==> src/hs_pkg.sv <==
// Constants, register map, method codes and state type of the homing sequencer.
// Assumes a single 50 MHz clock and a plain strobe register port.
// ==========================================================================
// How it works
// - Start comes from fieldbus, software register write or a digital input pin.
// - With auto enabled, a rising drive enable starts a homing run.
// - Phases run in order: search, crawl for switch methods, then optional move to home.
// - Search moves at search speed until the selected reference signal appears.
// - Crawl moves slowly back off the switch to find its exact edge.
// - Index methods then take the encoder index pulse as finer reference.
// - With go-to-zero set the run ends by moving to the home position.
// - A run started over CANopen never makes the final move to home.
// - A successful run sets the homing-done status bit.
// - The homing-done status can be routed to a digital output.
// - Method numbers decode to stop, limit, reference, end-of-range and index kinds.
// - Index search is skipped when the index position is already known.
// - Each movement uses programmable speeds and a programmable ramp.
// - Limit switches or a mechanical stop serve as reference, per method.
// - For limit switch methods the switch falling edge is the home position.
// - A stop is seen at a 50 percent i2t rise or at a comparison torque.
// - Method 34 makes no motion and takes the current position as home.
// - Reference search reverses direction when the limit switch ahead is reached.
package hs_pkg;
  // ========================================================================
  // Register offsets.
  localparam logic [7:0] A_CTRL = 8'h00;
  localparam logic [7:0] A_METHOD = 8'h04;
  localparam logic [7:0] A_SPD_SRCH = 8'h08;
  localparam logic [7:0] A_SPD_CRWL = 8'h0C;
  localparam logic [7:0] A_SPD_ZERO = 8'h10;
  localparam logic [7:0] A_ACCEL = 8'h14;
  localparam logic [7:0] A_TORQ_CMP = 8'h18;
  localparam logic [7:0] A_STATUS = 8'h1C;
  localparam logic [7:0] A_IRQ_STAT = 8'h20;
  localparam logic [7:0] A_IRQ_MASK = 8'h24;
  localparam logic [7:0] A_HOME_POS = 8'h28;
  // Field positions.
  localparam int CB_AUTO = 0;
  localparam int CB_GOZERO = 1;
  localparam int CB_TORQ = 2;
  localparam int CB_DOUT = 3;
  localparam int CB_START = 8;
  localparam int IB_DONE = 0;
  localparam int IB_ERR = 1;
  localparam int SB_DONE = 0;
  localparam int SB_BUSY = 1;
  localparam int SB_PHASE = 4;
  // Reset values.
  localparam logic [3:0] CTRL_RST = 4'h0;
  localparam logic [7:0] METHOD_RST = 8'h22;
  localparam logic [15:0] SPD_SRCH_RST = 16'h0100;
  localparam logic [15:0] SPD_CRWL_RST = 16'h0020;
  localparam logic [15:0] SPD_ZERO_RST = 16'h0040;
  localparam logic [15:0] ACCEL_RST = 16'h0010;
  localparam logic [15:0] TORQ_CMP_RST = 16'h0400;
  localparam logic [1:0] IRQ_RST = 2'h0;
  // Timing: ramp update period.
  localparam int CLK_NS = 20;
  localparam int RAMP_TICK_NS = 1000;
  localparam int RAMP_TICK_CYC = (RAMP_TICK_NS + CLK_NS - 1) / CLK_NS;
  localparam int SPD_W = 16;
  // Homing method codes as signed bytes.
  localparam logic [7:0] M_STOP_P = 8'hEE;
  localparam logic [7:0] M_STOP_N = 8'hEF;
  localparam logic [7:0] M_STIX_N = 8'hFF;
  localparam logic [7:0] M_STIX_P = 8'hFE;
  localparam logic [7:0] M_LIM_N = 8'h11;
  localparam logic [7:0] M_LIM_P = 8'h12;
  localparam logic [7:0] M_LMIX_N = 8'h01;
  localparam logic [7:0] M_LMIX_P = 8'h02;
  localparam logic [7:0] M_REF_P = 8'h17;
  localparam logic [7:0] M_REF_N = 8'h1B;
  localparam logic [7:0] M_EOR_P = 8'hE9;
  localparam logic [7:0] M_EOR_N = 8'hE5;
  localparam logic [7:0] M_RFIX_P = 8'h07;
  localparam logic [7:0] M_RFIX_N = 8'h0B;
  localparam logic [7:0] M_HERE = 8'h22;
  // Reference kinds and tracked switch selects.
  localparam logic [1:0] K_STOP = 2'h0;
  localparam logic [1:0] K_LIM = 2'h1;
  localparam logic [1:0] K_REF = 2'h2;
  localparam logic [1:0] K_HERE = 2'h3;
  typedef enum logic [2:0] {
    ST_IDLE = 3'b000,
    ST_EOR = 3'b001,
    ST_SEARCH = 3'b010,
    ST_CRAWL = 3'b011,
    ST_INDEX = 3'b100,
    ST_GOZERO = 3'b101,
    ST_FINISH = 3'b110
  } hs_state_t;
endpackage

==> src/hs_ramp_if.sv <==
// Interface between the sequencer and its speed ramp.
// Assumes both ends run on the same clock.
`timescale 1ns/1ps
interface hs_ramp_if #(parameter int W = 16);
  logic signed [W-1:0] target; // Wanted signed speed.
  logic [W-1:0] step; // Speed change per tick.
  logic tick; // Ramp update enable.
  logic signed [W-1:0] speed; // Present ramped speed.
  logic at_zero; // Ramped speed is zero.
  modport ctl(output target, step, tick, input speed, at_zero);
  modport rmp(input target, step, tick, output speed, at_zero);
endinterface

==> src/hs_homing_top.sv <==
// Homing sequencer top: register port, start sources, method decode, phase machine.
// Assumes encoder position, i2t, torque and fieldbus start arrive on ref_clk;
// switch, index and start pins are asynchronous and are synchronised here.
//
// The address map and strobed register access were chosen for this implementation.
`timescale 1ns/1ps
module hs_homing_top
  import hs_pkg::*;
(
  input wire logic ref_clk, // 50 MHz clock.
  input wire logic nrst, // Synchronous reset, active low.
  input wire logic [7:0] addr, // Register byte address.
  input wire logic [31:0] wdata, // Write data.
  input wire logic wr_stb, // Write strobe.
  input wire logic rd_stb, // Read strobe.
  output logic [31:0] rdata, // Read data, cycle after the strobe.
  input wire logic fb_start, // Fieldbus start pulse.
  input wire logic fb_canopen, // Fieldbus start came over CANopen.
  input wire logic drv_enable, // Drive enable level.
  input wire logic din_start_pin, // Digital start input pin.
  input wire logic lim_pos_pin, // Positive limit switch pin.
  input wire logic lim_neg_pin, // Negative limit switch pin.
  input wire logic ref_sw_pin, // Reference switch pin.
  input wire logic idx_pin, // Encoder index pin.
  input wire logic idx_known, // Index position already known.
  input wire logic [31:0] enc_pos, // Actual position.
  input wire logic [15:0] i2t, // Motor i2t value.
  input wire logic [15:0] torque, // Signed actual torque.
  output logic [15:0] speed_cmd, // Signed speed setpoint.
  output logic busy, // Homing run in progress.
  output logic homed, // Homing done status.
  output logic dout_homed, // Digital output carrying homing done.
  output logic home_set, // Pulse: take home_pos as zero.
  output logic [31:0] home_pos, // Found home position.
  output logic irq // Level interrupt.
);
  // ========================================================================
  // Pin synchronisers.
  localparam int NS = 5;
  logic [NS-1:0] pin_raw;
  logic [NS-1:0] sy1_r;
  logic [NS-1:0] sy2_r;
  logic [NS-1:0] prev_r;
  assign pin_raw = {idx_pin, ref_sw_pin, lim_neg_pin, lim_pos_pin, din_start_pin};
  for (genvar i = 0; i < NS; i++) begin : g_sync
    always_ff @(posedge ref_clk) begin
      if (!nrst) begin
        sy1_r[i] <= 1'b0;
        sy2_r[i] <= 1'b0;
        prev_r[i] <= 1'b0;
      end else begin
        sy1_r[i] <= pin_raw[i];
        sy2_r[i] <= sy1_r[i];
        prev_r[i] <= sy2_r[i];
      end
    end
  end
  logic din_rise;
  logic lim_pos;
  logic lim_neg;
  logic ref_sw;
  logic idx_rise;
  assign din_rise = sy2_r[0] & ~prev_r[0];
  assign lim_pos = sy2_r[1];
  assign lim_neg = sy2_r[2];
  assign ref_sw = sy2_r[3];
  assign idx_rise = sy2_r[4] & ~prev_r[4];

  // ========================================================================
  // Register file.
  logic [3:0] ctrl_r;
  logic [7:0] method_r;
  logic [15:0] spd_srch_r;
  logic [15:0] spd_crwl_r;
  logic [15:0] spd_zero_r;
  logic [15:0] accel_r;
  logic [15:0] torq_cmp_r;
  logic [1:0] irq_stat_r;
  logic [1:0] irq_mask_r;
  logic [1:0] irq_set;
  logic [1:0] irq_clr;
  logic [31:0] rd_val;
  logic [31:0] rdata_r;
  logic irq_r;
  logic done_r;
  logic busy_r;
  hs_state_t state_r;
  hs_state_t state_nxt;
  hs_ramp_if #(.W(SPD_W)) rif();
  logic [31:0] home_pos_r;
  logic sw_start;
  // Write decode.
  assign sw_start = wr_stb && (addr == A_CTRL) && wdata[CB_START];
  assign irq_clr = (wr_stb && (addr == A_IRQ_STAT)) ? wdata[1:0] : 2'h0;
  // Configuration registers.
  always_ff @(posedge ref_clk) begin
    if (!nrst) begin
      ctrl_r <= CTRL_RST;
      method_r <= METHOD_RST;
      spd_srch_r <= SPD_SRCH_RST;
      spd_crwl_r <= SPD_CRWL_RST;
      spd_zero_r <= SPD_ZERO_RST;
      accel_r <= ACCEL_RST;
      torq_cmp_r <= TORQ_CMP_RST;
      irq_mask_r <= IRQ_RST;
    end else if (wr_stb) begin
      if (addr == A_CTRL) ctrl_r <= wdata[3:0];
      if (addr == A_METHOD) method_r <= wdata[7:0];
      if (addr == A_SPD_SRCH) spd_srch_r <= wdata[15:0];
      if (addr == A_SPD_CRWL) spd_crwl_r <= wdata[15:0];
      if (addr == A_SPD_ZERO) spd_zero_r <= wdata[15:0];
      if (addr == A_ACCEL) accel_r <= wdata[15:0];
      if (addr == A_TORQ_CMP) torq_cmp_r <= wdata[15:0];
      if (addr == A_IRQ_MASK) irq_mask_r <= wdata[1:0];
    end
  end
  // Read select; unmapped addresses read zero.
  assign rd_val = (addr == A_CTRL) ? {28'h0, ctrl_r} :
                  (addr == A_METHOD) ? {24'h0, method_r} :
                  (addr == A_SPD_SRCH) ? {16'h0, spd_srch_r} :
                  (addr == A_SPD_CRWL) ? {16'h0, spd_crwl_r} :
                  (addr == A_SPD_ZERO) ? {16'h0, spd_zero_r} :
                  (addr == A_ACCEL) ? {16'h0, accel_r} :
                  (addr == A_TORQ_CMP) ? {16'h0, torq_cmp_r} :
                  (addr == A_STATUS) ? {25'h0, state_r, 2'h0, busy_r, done_r} :
                  (addr == A_IRQ_STAT) ? {30'h0, irq_stat_r} :
                  (addr == A_IRQ_MASK) ? {30'h0, irq_mask_r} :
                  (addr == A_HOME_POS) ? home_pos_r : 32'h0;
  // Read data, sticky events with set winning over clear, interrupt level.
  always_ff @(posedge ref_clk) begin
    if (!nrst) begin
      rdata_r <= 32'h0;
      irq_stat_r <= IRQ_RST;
      irq_r <= 1'b0;
    end else begin
      rdata_r <= rd_stb ? rd_val : 32'h0;
      irq_stat_r <= irq_set | (irq_stat_r & ~irq_clr);
      irq_r <= |(irq_stat_r & irq_mask_r);
    end
  end

  // ========================================================================
  // Method decode.
  logic dec_ok;
  logic [1:0] dec_kind;
  logic dec_idx;
  logic dec_eor;
  logic dec_pos;
  always_comb begin
    {dec_ok, dec_kind, dec_idx, dec_eor, dec_pos} = {1'b1, K_STOP, 3'b000};
    unique case (method_r)
      M_STOP_P: {dec_kind, dec_idx, dec_eor, dec_pos} = {K_STOP, 3'b001};
      M_STOP_N: {dec_kind, dec_idx, dec_eor, dec_pos} = {K_STOP, 3'b000};
      M_STIX_N: {dec_kind, dec_idx, dec_eor, dec_pos} = {K_STOP, 3'b100};
      M_STIX_P: {dec_kind, dec_idx, dec_eor, dec_pos} = {K_STOP, 3'b101};
      M_LIM_N: {dec_kind, dec_idx, dec_eor, dec_pos} = {K_LIM, 3'b000};
      M_LIM_P: {dec_kind, dec_idx, dec_eor, dec_pos} = {K_LIM, 3'b001};
      M_LMIX_N: {dec_kind, dec_idx, dec_eor, dec_pos} = {K_LIM, 3'b100};
      M_LMIX_P: {dec_kind, dec_idx, dec_eor, dec_pos} = {K_LIM, 3'b101};
      M_REF_P: {dec_kind, dec_idx, dec_eor, dec_pos} = {K_REF, 3'b001};
      M_REF_N: {dec_kind, dec_idx, dec_eor, dec_pos} = {K_REF, 3'b000};
      M_EOR_P: {dec_kind, dec_idx, dec_eor, dec_pos} = {K_REF, 3'b011};
      M_EOR_N: {dec_kind, dec_idx, dec_eor, dec_pos} = {K_REF, 3'b010};
      M_RFIX_P: {dec_kind, dec_idx, dec_eor, dec_pos} = {K_REF, 3'b101};
      M_RFIX_N: {dec_kind, dec_idx, dec_eor, dec_pos} = {K_REF, 3'b100};
      M_HERE: {dec_kind, dec_idx, dec_eor, dec_pos} = {K_HERE, 3'b000};
      default: dec_ok = 1'b0;
    endcase
  end

  // ========================================================================
  // Start sources and reference detection.
  logic en_prev_r;
  logic auto_rise;
  logic start_req;
  logic dir_r;
  logic [1:0] sel_r;
  logic sw_prev_r;
  logic sw_now;
  logic sw_fall;
  logic lim_ahead;
  logic [15:0] base_r;
  logic [15:0] tq_abs;
  logic [17:0] i2t_x2;
  logic [17:0] base_x3;
  logic stop_hit;
  logic idx_go;
  logic gz_dir;
  logic canopen_r;
  hs_state_t fin_st;
  assign auto_rise = ctrl_r[CB_AUTO] && drv_enable && !en_prev_r;
  assign start_req = fb_start || sw_start || din_rise || auto_rise;
  assign lim_ahead = dir_r ? lim_pos : lim_neg;
  assign sw_now = (sel_r == K_REF) ? ref_sw : (sel_r == K_LIM) ? lim_neg : lim_pos;
  assign sw_fall = sw_prev_r && !sw_now;
  assign tq_abs = torque[15] ? 16'(16'h0 - torque) : torque;
  assign i2t_x2 = {1'b0, i2t, 1'b0};
  assign base_x3 = {2'h0, base_r} + {1'b0, base_r, 1'b0};
  assign stop_hit = ctrl_r[CB_TORQ] ? (tq_abs >= torq_cmp_r) : (i2t_x2 >= base_x3);
  assign idx_go = dec_idx && !idx_known;
  assign gz_dir = $signed(home_pos_r) > $signed(enc_pos);
  assign fin_st = (ctrl_r[CB_GOZERO] && !canopen_r) ? ST_GOZERO : ST_FINISH;

  // ========================================================================
  // Phase machine.
  logic dir_nxt;
  logic [1:0] sel_nxt;
  logic [31:0] home_nxt;
  logic [15:0] base_nxt;
  logic can_nxt;
  logic done_nxt;
  logic hset_nxt;
  logic home_set_r;
  logic dout_r;
  always_comb begin
    state_nxt = state_r;
    dir_nxt = dir_r;
    sel_nxt = sel_r;
    home_nxt = home_pos_r;
    base_nxt = base_r;
    can_nxt = canopen_r;
    done_nxt = done_r;
    hset_nxt = 1'b0;
    irq_set = 2'h0;
    unique case (state_r)
      ST_IDLE: begin
        if (start_req && !dec_ok) begin
          irq_set[IB_ERR] = 1'b1;
        end else if (start_req) begin
          done_nxt = 1'b0;
          can_nxt = fb_start && fb_canopen;
          base_nxt = i2t;
          dir_nxt = dec_pos;
          if (dec_kind == K_HERE) begin
            home_nxt = enc_pos;
            state_nxt = ST_FINISH;
          end else begin
            state_nxt = dec_eor ? ST_EOR : ST_SEARCH;
          end
        end
      end
      ST_EOR: begin
        if (lim_ahead || stop_hit) begin
          dir_nxt = !dir_r;
          state_nxt = ST_SEARCH;
        end
      end
      ST_SEARCH: begin
        if (dec_kind == K_STOP && stop_hit) begin
          home_nxt = enc_pos;
          dir_nxt = !dir_r;
          state_nxt = idx_go ? ST_INDEX : fin_st;
        end else if (dec_kind == K_LIM && lim_ahead) begin
          sel_nxt = dir_r ? K_STOP : K_LIM;
          dir_nxt = !dir_r;
          state_nxt = ST_CRAWL;
        end else if (dec_kind == K_REF && ref_sw) begin
          sel_nxt = K_REF;
          dir_nxt = !dir_r;
          state_nxt = ST_CRAWL;
        end else if (dec_kind == K_REF && lim_ahead) begin
          dir_nxt = !dir_r;
        end
      end
      ST_CRAWL: begin
        if (sw_fall) begin
          home_nxt = enc_pos;
          state_nxt = idx_go ? ST_INDEX : fin_st;
        end
      end
      ST_INDEX: begin
        if (idx_rise) begin
          home_nxt = enc_pos;
          state_nxt = fin_st;
        end
      end
      ST_GOZERO: begin
        dir_nxt = gz_dir;
        if (enc_pos == home_pos_r) state_nxt = ST_FINISH;
      end
      ST_FINISH: begin
        if (rif.at_zero) begin
          done_nxt = 1'b1;
          hset_nxt = 1'b1;
          irq_set[IB_DONE] = 1'b1;
          state_nxt = ST_IDLE;
        end
      end
      default: state_nxt = ST_IDLE;
    endcase
  end
  // Phase state and captured values.
  always_ff @(posedge ref_clk) begin
    if (!nrst) begin
      state_r <= ST_IDLE;
      dir_r <= 1'b0;
      sel_r <= K_STOP;
      home_pos_r <= 32'h0;
      base_r <= 16'h0;
      canopen_r <= 1'b0;
      done_r <= 1'b0;
      busy_r <= 1'b0;
      home_set_r <= 1'b0;
      dout_r <= 1'b0;
      en_prev_r <= 1'b0;
      sw_prev_r <= 1'b0;
    end else begin
      state_r <= state_nxt;
      dir_r <= dir_nxt;
      sel_r <= sel_nxt;
      home_pos_r <= home_nxt;
      base_r <= base_nxt;
      canopen_r <= can_nxt;
      done_r <= done_nxt;
      busy_r <= (state_nxt != ST_IDLE);
      home_set_r <= hset_nxt;
      dout_r <= done_r && ctrl_r[CB_DOUT];
      en_prev_r <= drv_enable;
      sw_prev_r <= sw_now;
    end
  end

  // ========================================================================
  // Speed ramp.
  logic [5:0] tick_cnt_r;
  logic tick_r;
  logic [15:0] spd_mag;
  always_ff @(posedge ref_clk) begin
    if (!nrst) begin
      tick_cnt_r <= 6'h0;
      tick_r <= 1'b0;
    end else begin
      tick_r <= (tick_cnt_r == 6'(RAMP_TICK_CYC - 1));
      tick_cnt_r <= (tick_cnt_r == 6'(RAMP_TICK_CYC - 1)) ? 6'h0 : 6'(tick_cnt_r + 6'h1);
    end
  end
  // Phase speed select; magnitudes are not limited, so one of half range or more flips the target sign.
  assign spd_mag = (state_r == ST_EOR || state_r == ST_SEARCH) ? spd_srch_r :
                   (state_r == ST_CRAWL || state_r == ST_INDEX) ? spd_crwl_r :
                   (state_r == ST_GOZERO) ? spd_zero_r : 16'h0;
  assign rif.target = dir_r ? spd_mag : 16'(16'h0 - spd_mag);
  assign rif.step = accel_r;
  assign rif.tick = tick_r;
  hs_ramp #(.W(SPD_W)) u_ramp (
    .ref_clk(ref_clk),
    .nrst(nrst),
    .rif(rif.rmp)
  );

  // Outputs.
  assign rdata = rdata_r;
  assign speed_cmd = rif.speed;
  assign busy = busy_r;
  assign homed = done_r;
  assign dout_homed = dout_r;
  assign home_set = home_set_r;
  assign home_pos = home_pos_r;
  assign irq = irq_r;

  // ========================================================================
  // Checks.
  chk_done_clear_start: assert property (@(posedge ref_clk) disable iff (!nrst)
    state_r == ST_IDLE && start_req && dec_ok |=> !homed && busy)
    else $error("Done not cleared at run start.");
  chk_done_on_finish: assert property (@(posedge ref_clk) disable iff (!nrst)
    state_r == ST_FINISH && rif.at_zero |=> homed && home_set ##1 !home_set)
    else $error("Done not set at finish.");
  chk_canopen_no_move: assert property (@(posedge ref_clk) disable iff (!nrst)
    state_r == ST_GOZERO |-> !canopen_r)
    else $error("Move to home after CANopen start.");
  chk_here_no_motion: assert property (@(posedge ref_clk) disable iff (!nrst)
    state_r == ST_IDLE && start_req && method_r == M_HERE
    |=> state_r == ST_FINISH && home_pos_r == $past(enc_pos))
    else $error("Method 34 did not take current position.");
  chk_crawl_edge_home: assert property (@(posedge ref_clk) disable iff (!nrst)
    state_r == ST_CRAWL && sw_fall |=> home_pos_r == $past(enc_pos) && state_r != ST_CRAWL)
    else $error("Switch falling edge not taken as home.");
  chk_ref_reverse: assert property (@(posedge ref_clk) disable iff (!nrst)
    state_r == ST_SEARCH && dec_kind == K_REF && !ref_sw && lim_ahead |=> dir_r != $past(dir_r))
    else $error("Reference search did not reverse at limit.");
  chk_auto_start: assert property (@(posedge ref_clk) disable iff (!nrst)
    state_r == ST_IDLE && auto_rise && dec_ok |=> state_r != ST_IDLE)
    else $error("Auto start on enable missed.");
  chk_dout_route: assert property (@(posedge ref_clk) disable iff (!nrst)
    ##1 dout_homed == ($past(done_r) && $past(ctrl_r[CB_DOUT])))
    else $error("Done output routing wrong.");
  chk_index_skip: assert property (@(posedge ref_clk) disable iff (!nrst)
    state_r == ST_CRAWL && sw_fall && idx_known |=> state_r != ST_INDEX)
    else $error("Index search not skipped.");
endmodule // hs_homing_top

==> src/hs_ramp.sv <==
// Speed ramp generator for the homing movements.
// Assumes the tick is a one-cycle enable pulse on the same clock.
`timescale 1ns/1ps
module hs_ramp
  import hs_pkg::*;
#(
  parameter int W = SPD_W // Speed width.
) (
  input wire logic ref_clk, // System clock.
  input wire logic nrst, // Synchronous reset, active low.
  hs_ramp_if.rmp rif // Ramp control.
);
  if (W < 4) begin : g_bad_w
    $error("hs_ramp needs W of at least 4.");
  end
  logic signed [W-1:0] spd_r;
  logic signed [W-1:0] spd_nxt;
  logic signed [W:0] diff;
  logic signed [W:0] stp;
  // Step toward the target without overshoot.
  // Both operands are sign-extended by hand so a negative target stays negative.
  assign diff = {rif.target[W-1], rif.target} - {spd_r[W-1], spd_r};
  assign stp = {1'b0, rif.step};
  always_comb begin
    spd_nxt = spd_r;
    if (rif.tick) begin
      if (diff > stp) begin
        spd_nxt = W'(spd_r + rif.step);
      end else if (diff < -stp) begin
        spd_nxt = W'(spd_r - rif.step);
      end else begin
        spd_nxt = rif.target;
      end
    end
  end
  // Speed register.
  always_ff @(posedge ref_clk) begin
    if (!nrst) begin
      spd_r <= '0;
    end else begin
      spd_r <= spd_nxt;
    end
  end
  assign rif.speed = spd_r;
  assign rif.at_zero = (spd_r == '0);
  // Speed only moves on a tick.
  chk_ramp_hold: assert property (@(posedge ref_clk) disable iff (!nrst)
    !rif.tick |=> rif.speed == $past(rif.speed))
    else $error("Ramp speed moved without a tick.");
  // Each tick changes the speed by at most one step.
  chk_ramp_step: assert property (@(posedge ref_clk) disable iff (!nrst)
    rif.tick && (rif.step < 16'h4000) |=>
    (($signed(rif.speed) - $signed($past(rif.speed)) <= $signed({1'b0, $past(rif.step)})) &&
     ($signed($past(rif.speed)) - $signed(rif.speed) <= $signed({1'b0, $past(rif.step)}))))
    else $error("Ramp step exceeded.");
endmodule // hs_ramp

==> config.mk <==
export PLATFORM = sky130hd
export DESIGN_NAME = hs_homing_top
export DESIGN_NICKNAME = d
export VERILOG_FILES = /design/src/hs_pkg.sv /design/src/hs_ramp_if.sv /design/src/hs_homing_top.sv /design/src/hs_ramp.sv
export SDC_FILE = /design/constraint.sdc
export NUM_CORES = 1
export LEC_CHECK = 0
export ABC_AREA = 1
export CORE_ASPECT_RATIO = 1.1
export CORE_MARGIN = 3
export CORE_UTILIZATION = 37
export DETAILED_ROUTE_END_ITERATION = 8
export DONT_BUFFER_PORTS = 1
export GPL_TIMING_DRIVEN = 0
export HOLD_SLACK_MARGIN = 0.1
export PLACE_DENSITY = 0.6
export SYNTH_ARGS = -nofsm -noshare
export SYNTH_HDL_FRONTEND = slang
export SYNTH_HIERARCHICAL = 1
export SYNTH_SLANG_ARGS = --single-unit
==> constraint.sdc <==
create_clock -name ref_clk -period 6.03 [get_ports ref_clk]
set_input_delay 0.603 -clock ref_clk [delete_from_list [all_inputs] [get_ports ref_clk]]
set_output_delay 0.603 -clock ref_clk [all_outputs]
set_load 0.01 [all_outputs]
==> metrics.csv, run 1 <==
stage,metric,value,unit
run_status,run_status,"finished, final reports clean",
floorplanning,core.rowCount,79,
floorplanning,initial_core_utilization,37.6,%
sta,achievable-frequency,178,MHz
routing,detailroute.via_count,15657,
worst_setup_path,cp_data_required_time,6.53,ns
worst_setup_path,critical-path-slowest-cell,ha_1,
worst_setup_path,worstSetupEndpointType,register,
floorplanning,design.portCount,202,
place,placed_area,16700,um^2
sta,period_share,93.2,%
routing,drt-vias-per-instance,5.25,
finish,drive_gt1_share,7.24,%
clock_network,tritoncts_clock_tree,done,
finish,finalNetCount,2674,
worst_setup_path,path_max_fanout,9,
global_route,grt_first_pass_wirelength,85.8,mm
clock_network,insertion_delay,0.58,ns
sta,worst_slew_margin_rel,19.8,%
routing,drt_pre_antenna_iters,6,
routing,route.detailed.drc,0,
place,io_buffer_count,0,
floorplanning,core_area,42600,um^2
clock_network,cts_max_level,1,
finish,number_of_fillers_in_the_final_layout,4470,
power,power_leakage,0.00849,uW
worst_setup_path,endpoint_arrival_time_on_the_critical_path,6.12,ns
worst_setup_path,timing.setup.critical_path_class,reg2reg,
finish,area_of_combinational_cells_with_multiple_inputs,9850,um^2
worst_setup_path,crit_path_frequent_cell,nand2_1,
global_route,grt_pass1_vias,15533,
synthesis,most_used_flip_flop_cell_after_synthesis,dfxtp_1,
global_route,maximum_number_of_pins_on_one_net_before_global_route_repair,15,
clock_network,clock_tree.root_cell,clkbuf_16,
routing,initialDrtViolationCount,1164,
finish,ff_latch_area,4510,um^2
sta,fin_worst_skew,0.0246,ns
synthesis,synth.avg_cell_area,6.78,um^2
place,routabilityCongestion,0.943,
power,p_per_area,292,nW/um^2
routing,detail-route-antenna-nets,0,
routing,totalWireLength,55.7,mm
sta,tightest_slew,1.19,ns
floorplanning,dieHeight,224,um
synthesis,synthCells,2365,
place,post-dp-hpwl,44.9,mm
sta,period_needed,5.62,ns
sta,drv_slew,0,
floorplanning,die_area,45900,um^2
finish,postLayoutCoreUtil,41.6,%
power,vdd.ir_drop.worst,0.237,mV
clock_network,cts_inserted_buffers,27,
sta,report.final.hold_viol_count,0,
floorplanning,die_w,205,um
synthesis,ys_async_sr_fraction,0,%
synthesis,ys_ff_latch,225,
routing,final_routed_wire_length_divided_by_cell_count,18.7,um
sta,report.final.setup_viol,0,
synthesis,syn-cell-area,16000,um^2
clock_network,cts.sink_count,225,
finish,post_route_design_area,17700,um^2
worst_setup_path,crit_path_max_incr_delay,0.41,ns
job,maxCapViolations,0,
worst_setup_path,setup.worst_path.start_class,register,
sta,final.setup.tns,0,ns
synthesis,synth_cell_type_count,62,
clock_network,clockBufferDepth,3,
power,total_power,5170,uW
clock_network,clk_pin_slew,0.07,ns
global_route,grt_use_total,23.6,%
global_route,initial_antenna_violation_count,1,
hold_path,hold_path_class,in2reg,
finish,flow.area_growth_from_synthesis,10.5,%
global_route,overflow,0,
synthesis,synth_nets,2644,
synthesis,synth_warnings,6,
synthesis,synth_seq_area_share,28.1,%
synthesis,synth-edff-count,0,
cell families (layout without fill, tap and decap cells):
logic type / count (synthesis) / in the layout / share of synthesized area [%]
simple gates: 931 / 931 / 25.2
compound gates: 522 / 522 / 18.0
buf+inv: 431 / 482 / 10.7
flops: 225 / 225 / 28.1
fa+ha+maj: 162 / 162 / 12.8
xor+xnor: 94 / 94 / 5.13
other cells: 0 / 1 / 0
area by class of cell:
type | count | share of cell area (%)
clock inverters | 13 | 0.769
repair buffers | 1 | 0.0424
diodes | 1 | 0.0141
clock buffers | 37 | 4.48
flip-flops and latches | 225 | 25.4
multi-input cells | 1709 | 55.6
plain buffers | 69 | 2.04
well taps | 567 | 4.00
inverters | 362 | 7.67
through the flow:
stage	setup slack (ns)	hold WS [ns]	instances
2_1_floorplan	1.50	0.390	2365
3_3_place_gp	0.102	0.399	2932
3_5_place_dp	0.0146	0.399	2932
4_1_cts	0.0865	0.119	2982
5_1_grt	-0.00289	0.137	2983
6_report	0.407	0.137	2984
cells in the final DEF (no fill, tap or decap), types with 8 or more instances in the layout:
| cell type | n |
|---|---|
| xnor2_1 | 26 |
| nand3_2 | 12 |
| inv_1 | 342 |
| a21oi_1 | 199 |
| clkbuf_1 | 45 |
| xor2_1 | 68 |
| o21ai_0 | 208 |
| clkbuf_8 | 8 |
| nor2_1 | 295 |
| inv_2 | 17 |
| o21ai_1 | 21 |
| dfxtp_1 | 223 |
| nand4_1 | 35 |
| nor3_1 | 27 |
| clkbuf_16 | 27 |
| buf_6 | 8 |
| o21ai_2 | 9 |
| a31oi_1 | 13 |
| clkinv_2 | 9 |
| nand2_2 | 25 |
| a221oi_1 | 12 |
| nand2_1 | 398 |
| nand3_1 | 97 |
| o211ai_1 | 13 |
| nor2_2 | 15 |
| ha_1 | 157 |
where the power goes:
part | switching (uW) | total (uW) | internal [uW] | leakage (uW)
sequential | 118 | 1680 | 1570 | 0.00183
combinational | 1120 | 1770 | 646 | 0.00619
clock | 707 | 1720 | 1010 | 0.000467
total | 1950 | 5170 | 3220 | 0.00849
cells in the mapped netlist (13+ instances only):
| master | count | area share [%] |
|---|---|---|
| xnor2_1 | 26 | 1.4 |
| ha_1 | 158 | 12 |
| o21ai_1 | 20 | 0.62 |
| clkbuf_1 | 43 | 1.0 |
| nor3_1 | 27 | 0.84 |
| nor2_1 | 295 | 6.9 |
| nand4_1 | 35 | 1.4 |
| a21oi_1 | 199 | 6.2 |
| nand2_2 | 24 | 0.94 |
| inv_1 | 343 | 8.0 |
| inv_2 | 16 | 0.37 |
| nand3_1 | 98 | 3.1 |
| a31oi_1 | 14 | 0.55 |
| xor2_1 | 68 | 3.7 |
| o211ai_1 | 13 | 0.61 |
| nand2_1 | 399 | 9.3 |
| dfxtp_1 | 225 | 28 |
| nor2_2 | 15 | 0.59 |
| o21ai_0 | 209 | 6.5 |
path summary, 6_finish.rpt:
path,start,to,slack [ns],cells after the start
setup / recovery,state_r[0],u_ramp/rif.speed[1],0.41,36
hold / removal,drv_enable,en_prev_r,0.14,2
setup reg to reg,state_r[0],u_ramp/rif.speed[1],0.41,36
hold reg to reg,sy1_r[3],ref_sw,0.41,2
metal layers:
layer,vias to the layer above,GRT usage (%),wire length (um)
li1,7803,-,-
met3,108,4.37,3750
met1,7231,28.4,22700
met4,0,7.02,1660
met2,515,42.8,27600
met5,-,0,0
flip-flops by register name, summed over array words and instances (netlist names), 3 cells and up:
| signal | count |
|---|---|
| rdata | 32 |
| base_r | 16 |
| spd_srch_r | 16 |
| method_r | 8 |
| sy1_r | 5 |
| u_ramp/rif.speed | 16 |
| state_r | 3 |
| spd_zero_r | 16 |
| ctrl_r | 4 |
| spd_crwl_r | 16 |
| torq_cmp_r | 16 |
| tick_cnt_r | 6 |
| accel_r | 16 |
| home_pos | 32 |
critical path: cells and delay by family (launching register included):
kind / cells / cell delay, ns
DFF: 1 / 0.29
buffers and inverters: 5 / 0.58
xor gates and xnor gates: 2 / 0.30
adders and majority gates: 3 / 0.91
AOI/OAI and AO/OA: 8 / 1.37
and+or+nand+nor: 18 / 2.11
timing repair:
| item | 4_1_cts | 5_1_grt |
|---|---|---|
| buffers inserted | 0 | 1 |
| resized for setup | 1 | 10 |
| setup endpoints to repair | 1 | 16 |
| hold endpoints to repair | 0 | 0 |
| hold buffers | 0 | 0 |
| pin swaps | 0 | 1 |
Power figures use the tool's default switching activity.
==> run 2: changes to the inputs <==
- ABC_AREA: 1 -> unset
==> metrics.csv, run 2 <==
stage,metric,value,unit
power,p_per_area,301,nW/um^2
routing,drt_pre_antenna_iters,8,
global_route,grt_use_total,26.6,%
synthesis,synth_seq_area_share,28.0,%
clock_network,cts_hold_buffers,0,
sta,rsz0062_at_grt,yes,
sta,report.final.hold_viol_count,0,
worst_setup_path,worstSetupEndpointType,register,
floorplanning,dieHeight,225,um
finish,number_of_fillers_in_the_final_layout,4252,
synthesis,post_synth_most_frequent_cells,"nand2_1, dfxtp_1, a21oi_1",
worst_setup_path,endpoint_arrival_time_on_the_critical_path,6.60,ns
place,post-dp-hpwl,48.6,mm
job,maxCapViolations,0,
place,dp_slack,-2.05,ns
clock_network,cts_inserted_buffers,28,
routing,totalWireLength,64.3,mm
global_route,overflow,0,
clock_network,clockBufferDepth,3,
synthesis,synth_nets,2356,
synthesis,most_used_flip_flop_cell_after_synthesis,dfxtp_1,
global_route,grt_first_pass_wirelength,95.2,mm
sta,layout_setup_ws,-0.136,ns
sta,drv_slew,0,
finish,most-common-layout-cells,"nand2_1, dfxtp_1, a21oi_1",
clock_network,cts_max_level,1,
floorplanning,core_area,42600,um^2
sta,tightest_slew,0.936,ns
routing,drt-vias-per-instance,5.96,
floorplanning,die_w,205,um
floorplanning,design.portCount,202,
sta,fin_worst_skew,0.0173,ns
global_route,maximum_number_of_pins_on_one_net_before_global_route_repair,15,
floorplanning,die_area,46100,um^2
sta,worst_slew_margin_rel,36.7,%
place,placedCellCount,2644,
synthesis,synth-edff-count,0,
place,io_buffer_count,0,
routing,initialDrtViolationCount,1570,
synthesis,cell_types_with_the_largest_area_share_after_synthesis,"dfxtp_1, ha_1, nand2_1",
sta,period_share,102,%
power,power_leakage,0.00760,uW
finish,finalNetCount,2449,
synthesis,synth_warnings,6,
worst_setup_path,setup.reg_to_reg.worst_slack,-0.14,ns
synthesis,synthCells,2077,
place,routabilityCongestion,0.964,
clock_network,cts.sink_count,225,
clock_network,insertion_delay,0.58,ns
global_route,initial_antenna_violation_count,1,
worst_setup_path,timing.setup.critical_path_class,reg2reg,
run_status,run_status,"finished, violations left",
synthesis,ys_ff_latch,225,
floorplanning,core.rowCount,79,
sta,report.final.setup_viol,15,
run_status,failed_checks,setup timing,
finish,flow.area_growth_from_synthesis,19.2,%
finish,drive_gt1_share,12.7,%
power,vdd.ir_drop.worst,0.215,mV
worst_setup_path,crit_path_frequent_cell,o21ai_2,
clock_network,clk_pin_slew,0.06,ns
synthesis,synth.avg_cell_area,7.75,um^2
synthesis,synth_top_area_share,28.0,%
worst_setup_path,cp_data_required_time,6.46,ns
sta,period_needed,6.17,ns
synthesis,synth_cell_type_count,89,
floorplanning,initial_core_utilization,37.8,%
worst_setup_path,crit_path_max_incr_delay,0.43,ns
routing,detail-route-antenna-nets,0,
sta,achievable-frequency,162,MHz
clock_network,tritoncts_clock_tree,done,
routing,detailroute.via_count,16441,
worst_setup_path,critical-path-slowest-cell,dfxtp_4,
synthesis,ys_async_sr_fraction,0,%
synthesis,yosysTopAreaCell,dfxtp_1,
finish,most_common_cell_after_layout_fill_and_taps_aside,nand2_1,
synthesis,yosys.cell_count.top_type,nand2_1,
global_route,grt_pass1_vias,15763,
routing,final_routed_wire_length_divided_by_cell_count,23.3,um
routing,route.detailed.drc,0,
synthesis,syn-cell-area,16100,um^2
worst_setup_path,setup.worst_path.start_class,register,
worst_setup_path,path_max_fanout,10,
hold_path,hold_path_class,in2reg,
finish,final-instance-count-excl-fill,2760,
clock_network,clock_tree.root_cell,clkbuf_16,
## run 2: cell types whose count changed in the layout (fill, tap and decap cells not counted), sizes merged, moves of 23 or more
| cell | change |
|---|---|
| inv | -216 |
| nor2 | -183 |
| nand2 | -130 |
| mux2i | +66 |
| a21oi | -23 |
| o21ai | -174 |
| xor2 | -45 |
| buf | +65 |
| clkbuf | +39 |
| and2 | +27 |
| and3 | +30 |
| a22oi | +34 |
## run 2: worst max-delay path, delay by kind of cell, from the launching register on
kind | cells | cell delay, ns
buf+inv | 4 | 0.68
simple gates | 8 | 1.14
fa+ha+maj | 3 | 0.80
compound gates | 17 | 2.97
flops | 1 | 0.43
## run 2: layout make-up
cell class	count	area (um^2)	share of cell area, %
clock buffers	37	816	4.25
repair buffers	65	546	2.84
clock inverters	15	163	0.847
flip-flops and latches	225	4510	23.5
plain buffers	109	626	3.26
multi-input cells	1602	11300	58.9
diodes	1	2.50	0.0130
well taps	567	709	3.70
inverters	139	522	2.72
## run 2: logic make-up (layout without fill, tap and decap cells)
| family | after synthesis | in the layout | share of synthesized area, % |
|---|---|---|---|
| and+or+nand+nor | 779 | 779 | 23.1 |
| AOI/OAI and AO/OA | 522 | 522 | 21.7 |
| buffers and inverters | 250 | 365 | 6.38 |
| DFF | 225 | 225 | 28.0 |
| adders and majority gates | 162 | 162 | 12.8 |
| xor gates and xnor gates | 71 | 71 | 3.86 |
| muxes | 68 | 68 | 4.24 |
| other | 0 | 1 | 0 |
## run 2: what timing repair did
item,4_1_cts,5_1_grt
gates resized for setup,135,55
buffers inserted,45,18
pin swaps,46,51
setup endpoints to repair,16,16
cloned,1,1
## run 2: per-stage QoR
| stage | cell area [um^2] | total power, uW | util (%) | setup TNS, ns | hold WS [ns] |
|---|---|---|---|---|---|
| 3_5_place_dp | 16800 | 3280 | 39.5 | -29.71 | 0.419 |
| 2_1_floorplan | 16100 | 2800 | - | 0 | 0.412 |
| 4_1_cts | 18800 | 5600 | 44.0 | -1.12 | 0.138 |
| 6_report | 19200 | 5780 | 45.1 | -1.13 | 0.155 |
| 5_1_grt | 19200 | 6020 | 45.1 | -5.10 | 0.144 |
| 3_3_place_gp | 16800 | 3270 | 39.5 | -28.56 | 0.416 |
## run 2: layer usage
metal	GRT usage, %	part of all wire (%)	vias up
met5	0	0.023	-
met4	11.8	5.4	2
met3	5.66	7.5	197
met2	46.2	48	689
met1	31.5	39	7857
li1	-	-	7696
## run 2: worst paths after layout
| check | start | depth (start not counted) | endpoint |
|---|---|---|---|
| worst max-delay path | state_r[0] | 32 | u_ramp/rif.speed[11] |
| worst min-delay path | din_start_pin | 1 | sy1_r[0] |
| worst max register to register | state_r[0] | 32 | u_ramp/rif.speed[11] |
| worst min register to register | sy1_r[4] | 1 | sy2_r[4] |
## run 2: power breakdown
part | internal [uW] | switching (uW) | total, uW
sequential | 1540 | 90.6 | 1630
clock | 1050 | 761 | 1810
combinational | 1040 | 1310 | 2340
==> run 3: changes to the inputs <==
- GPL_TIMING_DRIVEN: 0 -> unset
==> metrics.csv, run 3 (synthesis results as in run 2) <==
stage,metric,value,unit
worst_setup_path,endpoint_arrival_time_on_the_critical_path,6.62,ns
sta,period_needed,6.14,ns
clock_network,clock_tree.root_cell,clkbuf_16,
worst_setup_path,crit_path_frequent_cell,ha_1,
routing,drt_pre_antenna_iters,6,
sta,rsz0062_at_grt,yes,
floorplanning,dieHeight,225,um
place,routabilityCongestion,0.935,
clock_network,tritoncts_clock_tree,done,
worst_setup_path,critical-path-slowest-cell,dfxtp_4,
clock_network,cts.sink_count,225,
hold_path,hold_path_depth,2,
sta,layout_setup_ws,-0.106,ns
power,p_per_area,296,nW/um^2
routing,drt-vias-per-instance,5.88,
worst_setup_path,worst-r2r-cell-count,31,
worst_setup_path,rr_startpoint,state_r[0],
floorplanning,core.rowCount,79,
worst_setup_path,path_max_fanout,6,
sta,tightest_slew,1.05,ns
place,dp_slack,-0.393,ns
finish,post_route_design_area,19100,um^2
run_status,run_status,"finished, violations left",
finish,ff_latch_area,4510,um^2
routing,met3WireLength,4.62,mm
place,io_buffer_count,0,
power,vdd.ir_drop.worst,0.306,mV
sta,report.final.setup_viol,4,
power,power_leakage,0.00783,uW
worst_setup_path,crit_path_max_incr_delay,0.36,ns
routing,maxUsedRoutingLayer,met5,
sta,achievable-frequency,163,MHz
routing,initialDrtViolationCount,1443,
worst_setup_path,worstSetupEndpointType,register,
routing,final_routed_wire_length_divided_by_cell_count,20.8,um
routing,wl_met1,22.7,mm
floorplanning,initial_core_utilization,37.8,%
run_status,failed_checks,setup timing,
global_route,overflow,0,
job,maxCapViolations,0,
finish,flow.area_growth_from_synthesis,18.8,%
hold_path,hold_path_class,in2reg,
floorplanning,design.portCount,202,
floorplanning,core_area,42600,um^2
global_route,grt_pass1_vias,15375,
floorplanning,die_area,46100,um^2
worst_setup_path,crit_family,compound AO/OA/AOI/OAI gates,
clock_network,insertion_delay,0.59,ns
worst_setup_path,setup.reg_to_reg.worst_slack,-0.11,ns
global_route,initial_antenna_violation_count,2,
sta,drv_slew,0,
worst_setup_path,worst_path_buf_inv,3,
finish,area_of_combinational_cells_with_multiple_inputs,11000,um^2
finish,postLayoutCoreUtil,44.9,%
sta,worst_slew_margin_rel,29.2,%
finish,most-common-layout-cells,"nand2_1, dfxtp_1, a21oi_1",
hold_path,holdCritStartpoint,wdata[9],
sta,period_share,102,%
global_route,grt_use_total,23.5,%
routing,totalWireLength,57.3,mm
routing,detail-route-antenna-nets,0,
finish,finalNetCount,2448,
global_route,maximum_number_of_pins_on_one_net_before_global_route_repair,105,
place,post-dp-hpwl,42.2,mm
clock_network,cts_inserted_buffers,27,
finish,most_common_cell_after_layout_fill_and_taps_aside,nand2_1,
clock_network,clk_pin_slew,0.07,ns
sta,fin_worst_skew,0.0252,ns
global_route,grt_first_pass_wirelength,86.3,mm
clock_network,cts_max_level,1,
routing,detailed_route_wirelength_on_metal2,26.9,mm
hold_path,hold-path-endpoint,accel_r[9],
worst_setup_path,timing.setup.critical_path_class,reg2reg,
worst_setup_path,cp_data_required_time,6.51,ns
worst_setup_path,setup.worst_path.start_class,register,
finish,number_of_fillers_in_the_final_layout,4183,
worst_setup_path,critical_path.reg2reg.endpoint,u_ramp/rif.speed[3],
routing,detailroute.via_count,16204,
floorplanning,die_w,205,um
sta,report.final.hold_viol_count,0,
finish,drive_gt1_share,14.8,%
routing,route.detailed.drc,0,
clock_network,clockBufferDepth,3,
place,placed_area,17400,um^2
[run 3: changes by cell type in the layout (fill, tap and decap cells not counted), sizes merged, moves of 2 or more]
| cell | previous run | this run |
|---|---|---|
| clkbuf | 121 | 31 |
| buf | 90 | 172 |
| clkinv | 5 | 11 |
| inv | 145 | 143 |
[run 3: cell type report]
class	count	share of cell area [%]
tap	567	3.71
inverter	139	2.73
clock inverter	19	1.13
timing repair buffer	174	7.46
antenna	1	0.0131
sequential	225	23.6
multi-input combinational	1602	57.7
clock buffer	30	3.70
[run 3: per-stage QoR]
step                      hold slack, ns  setup TNS (ns)  power (uW)  instances
after CTS                          0.116               0        5250       2740
final                              0.143          -0.303        5660       2757
after floorplan                    0.412               0        2800       2077
after global routing               0.138           -2.54        5910       2756
after detailed placement           0.420           -5.07        3480       2680
after global placement             0.416           -3.54        3450       2680
[run 3: report_power, final]
group	total (uW)	internal (uW)	switching, uW
clock network	1730	989	740
registers	1630	1540	92.4
logic	2290	1110	1190
total	5660	3630	2020
[run 3: worst reg2reg max path: cells and delay by family (launching register included)]
kind                     cells  cell delay [ns]
AND/OR/NAND/NOR              7             1.13
AO/OA/AOI/OAI               17             3.15
adder cells (fa/ha/maj)      3             0.86
flip-flops                   1             0.36
XOR/XNOR                     1             0.18
buffers and inverters        3             0.39
[run 3: layer usage]
metal / GRT usage [%] / vias to the layer above
li1: - / 7678
met1: 29.0 / 7697
met2: 39.8 / 673
met3: 4.50 / 154
met4: 10.5 / 2
met5: 0 / -
[run 3: how the worst max path moves through the flow]
stage	slack [ns]	start	cells past startpoint	to
global placement	-0.27	state_r[1]	31	u_ramp/rif.speed[8]
detailed placement	-0.39	state_r[1]	30	u_ramp/rif.speed[5]
floorplan	0.03	state_r[0]	31	u_ramp/rif.speed[15]
finish	-0.11	state_r[0]	31	u_ramp/rif.speed[3]
global route	-0.27	state_r[0]	31	u_ramp/rif.speed[3]
CTS	0.003	state_r[1]	30	u_ramp/rif.speed[15]
[run 3: timing repair]
| item | 4_1_cts | 5_1_grt |
|---|---|---|
| hold buffers | 1 | 0 |
| setup buffers | 10 | 15 |
| hold endpoints to repair | 3 | 0 |
| pin swaps | 13 | 60 |
| cloned | 0 | 1 |
| resized for setup | 35 | 82 |
| setup endpoints to repair | 16 | 16 |
